<file path="src/hdl/acal_consts.vh">
// Register map, field positions and reset values of the calibration control block.
`ifndef ACAL_CONSTS_VH
`define ACAL_CONSTS_VH

// ****************************************************************
// Register indices (byte address is four times the index)
// ****************************************************************
`define ACAL_IDX_CAL_EN      10'h061
`define ACAL_IDX_MODE_CFG    10'h062
`define ACAL_IDX_PARK_SEL    10'h064
`define ACAL_IDX_AVG         10'h068
`define ACAL_IDX_STATUS      10'h06A
`define ACAL_IDX_PIN_CFG     10'h06B
`define ACAL_IDX_IRQ_STS     10'h070
`define ACAL_IDX_IRQ_CLR     10'h071
`define ACAL_IDX_IRQ_EN      10'h072

// ****************************************************************
// Reset values
// ****************************************************************
`define ACAL_RST_CAL_EN      1'h1
`define ACAL_RST_MODE_CFG    8'h01
`define ACAL_RST_PARK_SEL    8'h02
`define ACAL_RST_AVG         8'h61
`define ACAL_RST_PIN_CFG     8'h00
`define ACAL_RST_IRQ_EN      2'h0

// ****************************************************************
// Field positions
// ****************************************************************
`define ACAL_BIT_CAL_EN      0
`define ACAL_BIT_BG_OFS      3
`define ACAL_BIT_FG_OFS      2
`define ACAL_BIT_BG          1
`define ACAL_BIT_FG          0
`define ACAL_PARK_HI         1
`define ACAL_PARK_LO         0
`define ACAL_OFS_AVG_HI      6
`define ACAL_OFS_AVG_LO      4
`define ACAL_LIN_AVG_HI      2
`define ACAL_LIN_AVG_LO      0
`define ACAL_BIT_FG_CMPL     0
`define ACAL_BIT_STOPPED     1

// ****************************************************************
// Field encodings and bus answers
// ****************************************************************
`define ACAL_PARK_CORE0      2'h0
`define ACAL_PARK_CORE1      2'h1
`define ACAL_PARK_CORE2      2'h2
`define ACAL_RESP_OKAY       2'h0
`define ACAL_RESP_SLVERR     2'h2

`endif

</file>
<file path="src/hdl/acal_ctrl.v">
// Calibration configuration and status block with an AXI4-Lite register slave.
`timescale 1ns/1ps
`include "acal_consts.vh"

module acal_ctrl (
    input  wire        REF_CLK,
    input  wire        RST_N,
    input  wire [11:0] AWADDR,
    input  wire        AWVALID,
    output wire        AWREADY,
    input  wire [31:0] WDATA,
    input  wire [3:0]  WSTRB,
    input  wire        WVALID,
    output wire        WREADY,
    output wire [1:0]  BRESP,
    output wire        BVALID,
    input  wire        BREADY,
    input  wire [11:0] ARADDR,
    input  wire        ARVALID,
    output wire        ARREADY,
    output wire [31:0] RDATA,
    output wire [1:0]  RRESP,
    output wire        RVALID,
    input  wire        RREADY,
    input  wire        ENG_FG_END,
    input  wire        ENG_BG_HALTED,
    output wire        ENG_RST_N,
    output wire        CAL_VALUES_CLR,
    output wire        FG_RUN,
    output wire        FG_OFFSET_RUN,
    output wire        BG_RUN,
    output wire        BG_OFFSET_RUN,
    output wire [2:0]  CORE_PARKED,
    output wire [2:0]  OFFSET_AVG,
    output wire [2:0]  LINEARITY_AVG,
    output wire        IRQ
);

    // ****************************************************************
    // Calibration sequencer states
    // ****************************************************************
    localparam [4:0] S_HOLD = 5'h01;
    localparam [4:0] S_CLR  = 5'h02;
    localparam [4:0] S_FG   = 5'h04;
    localparam [4:0] S_BG   = 5'h08;
    localparam [4:0] S_PARK = 5'h10;

    reg        awready_ff, wready_ff, aw_got_ff, w_got_ff, wstrb_ff, bvalid_ff;
    reg        arready_ff, rvalid_ff, cal_en_ff, irq_ff, rd_hit, wr_hit;
    reg        fg_cmpl_ff, stopped_ff, nxt_fg_cmpl, nxt_stopped;
    reg        eng_rst_n_ff, clr_ff, fg_run_ff, fg_ofs_ff, bg_run_ff, bg_ofs_ff;
    reg [1:0]  bresp_ff, rresp_ff, irq_sts_ff, irq_en_ff, nxt_irq_sts;
    reg [2:0]  parked_ff, stat_code, nxt_parked;
    reg [4:0]  state_ff, nxt_state;
    reg [7:0]  wdata_ff, mode_cfg_ff, park_sel_ff, avg_ff, pin_cfg_ff, rd_val;
    reg [9:0]  aw_idx_ff;
    reg [31:0] rdata_ff;

    wire       do_write, bg_en, fg_en;
    wire [1:0] irq_evt;

    assign bg_en    = mode_cfg_ff[`ACAL_BIT_BG];
    assign fg_en    = mode_cfg_ff[`ACAL_BIT_FG];
    assign do_write = aw_got_ff & w_got_ff & ~bvalid_ff;

    // ****************************************************************
    // AXI4-Lite write path
    // ****************************************************************
    always @(posedge REF_CLK) begin
        if (!RST_N) begin
            awready_ff <= 1'b0;
            wready_ff  <= 1'b0;
            aw_got_ff  <= 1'b0;
            w_got_ff   <= 1'b0;
            aw_idx_ff  <= 10'h000;
            wdata_ff   <= 8'h00;
            wstrb_ff   <= 1'b0;
            bvalid_ff  <= 1'b0;
            bresp_ff   <= `ACAL_RESP_OKAY;
        end else begin
            awready_ff <= ~aw_got_ff & ~(AWVALID & awready_ff) & ~bvalid_ff;
            wready_ff  <= ~w_got_ff & ~(WVALID & wready_ff) & ~bvalid_ff;
            if (AWVALID && awready_ff) begin
                aw_got_ff <= 1'b1;
                aw_idx_ff <= AWADDR[11:2];
            end
            if (WVALID && wready_ff) begin
                w_got_ff <= 1'b1;
                wdata_ff <= WDATA[7:0];
                wstrb_ff <= WSTRB[0];
            end
            if (do_write) begin
                aw_got_ff <= 1'b0;
                w_got_ff  <= 1'b0;
                bvalid_ff <= 1'b1;
                bresp_ff  <= wr_hit ? `ACAL_RESP_OKAY : `ACAL_RESP_SLVERR;
            end else if (bvalid_ff && BREADY) begin
                bvalid_ff <= 1'b0;
            end
        end
    end

    // Status is decoded as mapped so a write there answers OKAY but stores nothing.
    always @* begin
        case (aw_idx_ff)
            `ACAL_IDX_CAL_EN, `ACAL_IDX_MODE_CFG, `ACAL_IDX_PARK_SEL,
            `ACAL_IDX_AVG, `ACAL_IDX_STATUS, `ACAL_IDX_PIN_CFG,
            `ACAL_IDX_IRQ_STS, `ACAL_IDX_IRQ_CLR, `ACAL_IDX_IRQ_EN: wr_hit = 1'b1;
            default: wr_hit = 1'b0;
        endcase
    end

    // ****************************************************************
    // Configuration registers
    // ****************************************************************
    always @(posedge REF_CLK) begin
        if (!RST_N) begin
            cal_en_ff   <= `ACAL_RST_CAL_EN;
            mode_cfg_ff <= `ACAL_RST_MODE_CFG;
            park_sel_ff <= `ACAL_RST_PARK_SEL;
            avg_ff      <= `ACAL_RST_AVG;
            pin_cfg_ff  <= `ACAL_RST_PIN_CFG;
            irq_en_ff   <= `ACAL_RST_IRQ_EN;
        end else if (do_write && wstrb_ff) begin
            case (aw_idx_ff)
                `ACAL_IDX_CAL_EN:   cal_en_ff   <= wdata_ff[`ACAL_BIT_CAL_EN];
                `ACAL_IDX_MODE_CFG: mode_cfg_ff <= wdata_ff;
                `ACAL_IDX_PARK_SEL: park_sel_ff <= wdata_ff;
                `ACAL_IDX_AVG:      avg_ff      <= wdata_ff;
                `ACAL_IDX_PIN_CFG:  pin_cfg_ff  <= wdata_ff;
                `ACAL_IDX_IRQ_EN:   irq_en_ff   <= wdata_ff[1:0];
                default: ;
            endcase
        end
    end

    // ****************************************************************
    // Calibration sequencer
    // ****************************************************************
    always @* begin
        nxt_state   = state_ff;
        nxt_fg_cmpl = fg_cmpl_ff;
        nxt_stopped = stopped_ff;
        case (state_ff)
            S_HOLD: begin
                nxt_fg_cmpl = 1'b0;
                nxt_stopped = 1'b0;
                if (cal_en_ff)
                    nxt_state = S_CLR;
            end
            S_CLR: begin
                if (fg_en)
                    nxt_state = S_FG;
                else begin
                    nxt_fg_cmpl = 1'b1;
                    nxt_stopped = ~bg_en;
                    nxt_state   = bg_en ? S_BG : S_PARK;
                end
            end
            S_FG: begin
                if (ENG_FG_END) begin
                    nxt_fg_cmpl = 1'b1;
                    nxt_stopped = ~bg_en;
                    nxt_state   = bg_en ? S_BG : S_PARK;
                end
            end
            S_BG: begin
                nxt_stopped = ENG_BG_HALTED;
                if (!bg_en) begin
                    nxt_stopped = 1'b1;
                    nxt_state   = S_PARK;
                end
            end
            S_PARK: begin
                nxt_stopped = 1'b1;
                if (bg_en) begin
                    nxt_stopped = 1'b0;
                    nxt_state   = S_BG;
                end
            end
            default: nxt_state = S_HOLD;
        endcase
        if (!cal_en_ff)
            nxt_state = S_HOLD;
    end

    // Parked core decode; the reserved code parks nothing.
    always @* begin
        nxt_parked = 3'h0;
        if (nxt_state == S_PARK) begin
            case (park_sel_ff[`ACAL_PARK_HI:`ACAL_PARK_LO])
                `ACAL_PARK_CORE0: nxt_parked = 3'h1;
                `ACAL_PARK_CORE1: nxt_parked = 3'h2;
                `ACAL_PARK_CORE2: nxt_parked = 3'h4;
                default:          nxt_parked = 3'h0;
            endcase
        end
    end

    always @(posedge REF_CLK) begin
        if (!RST_N) begin
            state_ff     <= S_HOLD;
            fg_cmpl_ff   <= 1'b0;
            stopped_ff   <= 1'b0;
            eng_rst_n_ff <= 1'b0;
            clr_ff       <= 1'b0;
            fg_run_ff    <= 1'b0;
            fg_ofs_ff    <= 1'b0;
            bg_run_ff    <= 1'b0;
            bg_ofs_ff    <= 1'b0;
            parked_ff    <= 3'h0;
        end else begin
            state_ff     <= nxt_state;
            fg_cmpl_ff   <= nxt_fg_cmpl;
            stopped_ff   <= nxt_stopped;
            eng_rst_n_ff <= (nxt_state != S_HOLD);
            clr_ff       <= (nxt_state == S_CLR);
            fg_run_ff    <= (nxt_state == S_FG);
            fg_ofs_ff    <= (nxt_state == S_FG) & mode_cfg_ff[`ACAL_BIT_FG_OFS];
            bg_run_ff    <= (nxt_state == S_BG);
            bg_ofs_ff    <= (nxt_state == S_BG) & bg_en
                            & mode_cfg_ff[`ACAL_BIT_BG_OFS];
            parked_ff    <= nxt_parked;
        end
    end

    // ****************************************************************
    // Interrupt status, clear and enable
    // ****************************************************************
    assign irq_evt = {nxt_stopped & ~stopped_ff, nxt_fg_cmpl & ~fg_cmpl_ff};

    // A new event in the cycle of its clear keeps the bit set.
    always @* begin
        nxt_irq_sts = irq_sts_ff;
        if (do_write && wstrb_ff && aw_idx_ff == `ACAL_IDX_IRQ_CLR)
            nxt_irq_sts = irq_sts_ff & ~wdata_ff[1:0];
        nxt_irq_sts = nxt_irq_sts | irq_evt;
    end

    always @(posedge REF_CLK) begin
        if (!RST_N) begin
            irq_sts_ff <= 2'h0;
            irq_ff     <= 1'b0;
        end else begin
            irq_sts_ff <= nxt_irq_sts;
            irq_ff     <= |(nxt_irq_sts & irq_en_ff);
        end
    end

    // ****************************************************************
    // AXI4-Lite read path
    // ****************************************************************
    always @* begin
        case (state_ff)
            S_CLR:   stat_code = 3'h1;
            S_FG:    stat_code = 3'h2;
            S_BG:    stat_code = 3'h3;
            S_PARK:  stat_code = 3'h4;
            default: stat_code = 3'h0;
        endcase
    end

    always @* begin
        rd_hit = 1'b1;
        case (ARADDR[11:2])
            `ACAL_IDX_CAL_EN:   rd_val = {7'h00, cal_en_ff};
            `ACAL_IDX_MODE_CFG: rd_val = mode_cfg_ff;
            `ACAL_IDX_PARK_SEL: rd_val = park_sel_ff;
            `ACAL_IDX_AVG:      rd_val = avg_ff;
            `ACAL_IDX_STATUS:   rd_val = {3'h0, stat_code, stopped_ff, fg_cmpl_ff};
            `ACAL_IDX_PIN_CFG:  rd_val = pin_cfg_ff;
            `ACAL_IDX_IRQ_STS:  rd_val = {6'h00, irq_sts_ff};
            `ACAL_IDX_IRQ_CLR:  rd_val = 8'h00;
            `ACAL_IDX_IRQ_EN:   rd_val = {6'h00, irq_en_ff};
            default: begin
                rd_val = 8'h00;
                rd_hit = 1'b0;
            end
        endcase
    end

    always @(posedge REF_CLK) begin
        if (!RST_N) begin
            arready_ff <= 1'b0;
            rvalid_ff  <= 1'b0;
            rdata_ff   <= 32'h0000_0000;
            rresp_ff   <= `ACAL_RESP_OKAY;
        end else begin
            arready_ff <= ~rvalid_ff & ~(ARVALID & arready_ff);
            if (ARVALID && arready_ff) begin
                rvalid_ff <= 1'b1;
                rdata_ff  <= {24'h00_0000, rd_val};
                rresp_ff  <= rd_hit ? `ACAL_RESP_OKAY : `ACAL_RESP_SLVERR;
            end else if (rvalid_ff && RREADY) begin
                rvalid_ff <= 1'b0;
            end
        end
    end

    assign AWREADY        = awready_ff;
    assign WREADY         = wready_ff;
    assign BVALID         = bvalid_ff;
    assign BRESP          = bresp_ff;
    assign ARREADY        = arready_ff;
    assign RVALID         = rvalid_ff;
    assign RDATA          = rdata_ff;
    assign RRESP          = rresp_ff;
    assign ENG_RST_N      = eng_rst_n_ff;
    assign CAL_VALUES_CLR = clr_ff;
    assign FG_RUN         = fg_run_ff;
    assign FG_OFFSET_RUN  = fg_ofs_ff;
    assign BG_RUN         = bg_run_ff;
    assign BG_OFFSET_RUN  = bg_ofs_ff;
    assign CORE_PARKED    = parked_ff;
    assign OFFSET_AVG     = avg_ff[`ACAL_OFS_AVG_HI:`ACAL_OFS_AVG_LO];
    assign LINEARITY_AVG  = avg_ff[`ACAL_LIN_AVG_HI:`ACAL_LIN_AVG_LO];
    assign IRQ            = irq_ff;

endmodule

</file>
<file path="config.mk">
export PLATFORM = sky130hd
export DESIGN_NAME = acal_ctrl
export DESIGN_NICKNAME = d
export VERILOG_FILES = /design/src/hdl/acal_ctrl.v
export VERILOG_INCLUDE_DIRS = /design/src /design/src/hdl
export SDC_FILE = /design/constraint.sdc
export NUM_CORES = 1
export LEC_CHECK = 0
export ABC_AREA = 0
export ABC_CLOCK_PERIOD_IN_PS = 3300
export BUFFER_PORTS_ARGS = -buffer_cell sky130_fd_sc_hd__buf_2
export CAP_MARGIN = 0
export CELL_PAD_IN_SITES_DETAIL_PLACEMENT = 0
export CELL_PAD_IN_SITES_GLOBAL_PLACEMENT = 1
export CORE_MARGIN = 2
export CORE_UTILIZATION = 33
export CTS_BUF_LIST = sky130_fd_sc_hd__clkbuf_2 sky130_fd_sc_hd__clkbuf_4 sky130_fd_sc_hd__clkbuf_8
export DETAILED_ROUTE_END_ITERATION = 8
export PLACE_DENSITY = 0.8
export SETUP_SLACK_MARGIN = 0.02
export SKIP_CTS_REPAIR_TIMING = 1
export SLEW_MARGIN = 20
export SYNTH_ARGS = -nofsm -noshare
export SYNTH_HDL_FRONTEND = slang
export SYNTH_SLANG_ARGS = --single-unit
export TNS_END_PERCENT = 5
</file>
<file path="constraint.sdc">
create_clock -name REF_CLK -period 3.3 [get_ports REF_CLK]
set_input_delay 0.33 -clock REF_CLK [delete_from_list [all_inputs] [get_ports REF_CLK]]
set_output_delay 0.33 -clock REF_CLK [all_outputs]
set_load 0.05 [all_outputs]
</file>
* Yosys cells after proc, flatten, opt, wreduce, memory -nomap -nowiden *
Cells that the tools add are included.
Widths: inputs -> output; s select.

operators by class
  add/sub/neg operators = 0
  $mul = 0
  divide/modulo/power cells = 0
  magnitude comparators = 0
  eq/ne operators = 30
  shifts and indexed selects = 0
  muxes and demuxes = 27
  bitwise gates (word level) = 30
  reductions and logical operators = 21

operators with widths
  kind                 number
  $eq 10x7->1 const B  18
  $pmux 8 s8           1
  $mux 5               6
  $pmux 5 s5           1
  $reduce_or 9->1      2
  $and 1x1->1          15
  $reduce_and 2->1     7
  $mux 1               12
  $pmux 3 s4           1
  $not 1->1            11
  $eq 5x2->1 const B   2
  $eq 5x3->1 const B   2
  $eq 5x4->1 const B   2
  $eq 5x5->1 const B   2
  $pmux 3 s3           1
  $logic_and 1x1->1    7
  $mux 2               3
  $eq 5x1->1 const B   1
  $ne 5x1->1 const B   1
  $pmux 1 s5           1
  $and 2x2->2          2
  $reduce_bool 2->1    2
  $reduce_or 2->1      2
  $pmux 1 s3           1
  5 further kinds      5

storage, ports and cells
  bits in registers = 92
  latch bits = 0
  RAM bits = 0
  ROM bits = 0
  input bits = 69
  output and inout bits = 57
  logic and storage cells = 139
  memories = 0

* Longest topological paths before layout *
  depth after elaboration = 8
  gate-level depth with buffers = 7
  depth with buffers taken out = 5

* Least setup slack after synthesis *
No wires, ideal clock.

  path kind = reg2reg
  start = reg bvalid_ff, in the netlist BVALID
  end = reg mode_cfg_ff[0]
  library setup time = 0.128 ns
  arrival = 1.632 ns
  data required time = 3.172 ns
  slack = 1.540 ns
  stages on the path, launching flop included = 6
  path buffers = 0
  period minus slack after synthesis = 1.760 ns
  cells stage by stage = dfxtp_1 > nand4b_1 > nor4b_4 > nand2_2 > mux2i_1 > nand2_1

on the way
  longest elaborated chain between the ends = 4

RTL lines
  item                        line             text
  start, declared             acal_ctrl.v:48   reg awready_ff, wready_ff, aw_got_ff, w_got_ff, wstrb_ff, bvalid_ff;
  start signal, assigned      acal_ctrl.v:78   bvalid_ff <= 1'b0;
  start signal, assigned      acal_ctrl.v:95   bvalid_ff <= 1'b1;
  start signal, assigned      acal_ctrl.v:98   bvalid_ff <= 1'b0;
  $not 1->1                   acal_ctrl.v:64   assign do_write = aw_got_ff & w_got_ff & ~bvalid_ff;
  $and 1x1->1                 acal_ctrl.v:64
  $logic_and 1x1->1           acal_ctrl.v:124  end else if (do_write && wstrb_ff) begin
  $reduce_and 2->1 (no line)  -
  end signal, assigned        acal_ctrl.v:119  mode_cfg_ff <= `ACAL_RST_MODE_CFG;
  end signal, assigned        acal_ctrl.v:127  `ACAL_IDX_MODE_CFG: mode_cfg_ff <= wdata_ff;
  end, declared               acal_ctrl.v:55   reg [7:0] wdata_ff, mode_cfg_ff, park_sel_ff, avg_ff, pin_cfg_ff, rd_val;

No other way between the ends.
A chain may end at the register's enable or synchronous reset.

* Worst setup path in the final report *
  start = reg aw_idx_ff[0]
  end = reg avg_ff[5]

on the way
  longest elaborated chain between the ends = 2

RTL lines
  item                        line             text
  start, declared             acal_ctrl.v:56   reg [9:0] aw_idx_ff;
  start signal, assigned      acal_ctrl.v:85   aw_idx_ff <= AWADDR[11:2];
  $eq 10x7->1                 acal_ctrl.v:125  case (aw_idx_ff)
  $reduce_and 2->1 (no line)  -
  end signal, assigned        acal_ctrl.v:121  avg_ff <= `ACAL_RST_AVG;
  end signal, assigned        acal_ctrl.v:129  `ACAL_IDX_AVG: avg_ff <= wdata_ff;
  end, declared               acal_ctrl.v:55

No other way between the ends.

==> results.tsv <==
metric	value	unit
clock_sinks	90	
yosysUniqueCellTypes	68	
viasPerCell	4.89	
path_max_fanout	8	
rsz0062_at_grt	false	
worst_setup_path_end_kind	flop	
yosysSeqAreaShare	0.413	
max_clock_freq	442	MHz
final_antenna_net_count	0	
die_x	119	µm
initial_core_util	0.341	
io_buffers	68	
clock_path_buffers	2	
grtUsageTotal	0.148	
fill_cells	1286	
drc_errors	0	
multi_input_area	2270	µm²
power_density	471	nW/µm²
worstSetupPathType	flop to flop	
synthToLayoutAreaGrowth	11.4	%
cp_num_buf_inv	0	
cts_made_buffers	9	
grt_max_degree	38	
drive_gt1_frac	0.207	
slowest_stage	nand4b_1	
gp_congestion	0.848	
slew_viol_final	0	
syn_area	4360	µm²
total_leakage_power	0.00204	µW
coreArea	12800	µm²
fin_crit_sh	0.686	
routed-via-count	3395	
drt_wl_total	9970	µm
worstPathCellList	or3_1, nor3b_2, nand4b_1, mux2i_1, nand2_1	
setup_viol	0	
maxSlewHeadroom	0.428	
swShare	0.303	
synth_area_per_cell	9.33	µm²
die_h	119	µm
tns	0	ps
fin_crit	2260	ps
p_sw	693	µW
crit_arrival	2510	ps
critical_path.max_stage_delay	610	ps
diodes	0	
wl_per_cell	14.4	µm
num_rows	41	
clk_pin_slew	80	ps
hold_ws	212	ps
peakVddDrop	201	µV
clkLatencyLatePin	360	ps
maxCapViolations	0	
clockRootBuffer	clkbuf_8	
drtPass1Iterations	5	
hpwl	7330	µm
drtIter0Drc	227	
io_pins	126	
required	3540	ps
crit_path_start_kind	flop	
hold_viol_final	0	
placed_cell_area	4660	µm²
dieArea	14100	µm²
grt_overflow	0	
final_area	4860	µm²
tritoncts	built	
p_seq_frac	0.519	
synth_cells	467	
yosysWarnings	0	
critPathTopFamily	simple AND/OR/NAND/NOR gates	
grt_pass1_wl	16800	µm
status	completed	
worst_clock_skew	7.03	ps
intPower	1600	µW
h-tree-depth	3	
antenna_found_initial	0	
fin_nets	586	
hp-class	input port to flop	
synth_seq_cells	90	
synth_edf_count	0	
clockPowerShare	0.323	
comb_power_share	0.158	
grt_pass1_vias	3288	
regArea	1800	µm²
synth-async-reset-ratio	0	
ys.flop_type	dfxtp_1	
worst_slew_pin_slew	850	ps
## cells in the mapped netlist (4+ instances only)
| cell type | count | area, µm² |
|---|---|---|
| nor3_1 | 8 | 40.0 |
| nand2b_1 | 6 | 37.5 |
| a22o_1 | 6 | 52.6 |
| mux2i_1 | 36 | 360 |
| o21ai_0 | 5 | 25.0 |
| clkbuf_1 | 13 | 48.8 |
| buf_4 | 36 | 270 |
| a21boi_0 | 21 | 158 |
| and2_1 | 7 | 43.8 |
| buf_2 | 6 | 30.0 |
| inv_1 | 4 | 15.0 |
| nor2b_1 | 38 | 238 |
| o21ai_1 | 12 | 60.1 |
| a21oi_1 | 4 | 20.0 |
| nand2_1 | 67 | 251 |
| nand4b_1 | 4 | 35.0 |
| nor3b_1 | 6 | 45.0 |
| dfxtp_1 | 90 | 1800 |
| xor2_1 | 5 | 43.8 |
| a222oi_1 | 6 | 60.1 |
| nor2_1 | 12 | 45.0 |
| nand3_1 | 7 | 35.0 |
## flip-flops by register name, summed over array words and instances (netlist names), 3 cells and up
signal       cells
park_sel_ff      8
wdata_ff         8
state_ff         5
pin_cfg_ff       8
mode_cfg_ff      8
CORE_PARKED      3
avg_ff           8
RDATA            8
aw_idx_ff       10
## stage by stage
stage	setup slack, ps	total power, µW	std cells	utilization
after detailed placement	1050	1580	678	0.365
after floorplan	1540	1520	492	-
after global routing	909	2410	694	0.380
after CTS	1030	2320	694	0.380
after global placement	1100	1570	678	0.365
final	1040	2290	694	0.380
## worst reg2reg max path, delay by kind of cell (launching register included)
kind             cells  cell delay, ps
AND/OR/NAND/NOR      4            1460
flip-flops           1             330
multiplexers         1             360
## placed cells by master, fill, tap and decap left out, types with 3 or more instances in the layout
| cell | n |
|---|---|
| a32o_1 | 3 |
| a22o_1 | 6 |
| clkbuf_8 | 9 |
| dfxtp_1 | 90 |
| inv_1 | 4 |
| conb_1 | 26 |
| mux2i_1 | 36 |
| o21ai_1 | 12 |
| nor3b_1 | 6 |
| nor2_1 | 12 |
| nand4b_1 | 4 |
| nand4_1 | 3 |
| a222oi_1 | 6 |
| a21boi_0 | 21 |
| a21o_1 | 3 |
| nand2b_1 | 6 |
| o21ai_0 | 5 |
| nand2_1 | 67 |
| nor2b_1 | 38 |
| a21boi_1 | 3 |
| and2_1 | 7 |
| nand3_1 | 7 |
| buf_2 | 68 |
| nor3_1 | 8 |
| a21oi_1 | 4 |
| a31oi_1 | 3 |
| xor2_1 | 5 |
## power groups by stage
stage | registers (µW) | clock network, µW | logic [µW]
3_5_place_dp | 1210 | 0 | 363
5_1_grt | 1200 | 814 | 397
3_3_place_gp | 1210 | 0 | 360
2_1_floorplan | 1230 | 0 | 290
4_1_cts | 1190 | 767 | 364
6_report | 1190 | 739 | 362
## metal layers
metal | GRT usage | routed length [µm] | vias up
met5 | 0 | 0 | -
met4 | 0.0543 | 215 | 0
met3 | 0.0369 | 665 | 17
met2 | 0.225 | 4360 | 136
met1 | 0.201 | 4730 | 1561
li1 | - | - | 1681
## area by class of cell
class / count / share of cell area
repair buffers: 70 / 0.0732
flip-flops and latches: 90 / 0.371
multi-input cells: 340 / 0.467
well taps: 172 / 0.0443
inverters: 6 / 0.00464
clock inverters: 5 / 0.0113
clock buffers: 11 / 0.0286
## logic make-up (layout without fill, tap and decap cells)
| group | Yosys count | after routing | synth area share |
|---|---|---|---|
| AOI/OAI and AO/OA | 82 | 82 | 0.146 |
| xor gates and xnor gates | 5 | 5 | 0.0100 |
| muxes | 37 | 37 | 0.0852 |
| buffers and inverters | 62 | 92 | 0.0878 |
| other | 1 | 26 | 0.000860 |
| DFF | 90 | 90 | 0.413 |
| and+or+nand+nor | 190 | 190 | 0.256 |
## final timing paths
check	start	to	slack, ps	cells past startpoint
max	aw_idx_ff[0]	avg_ff[5]	1040	5
min	AWADDR[10]	aw_idx_ff[8]	210	3
max reg2reg	aw_idx_ff[0]	avg_ff[5]	1040	5
min reg2reg	RVALID	ARREADY	440	1
Power figures use the tool's default switching activity.
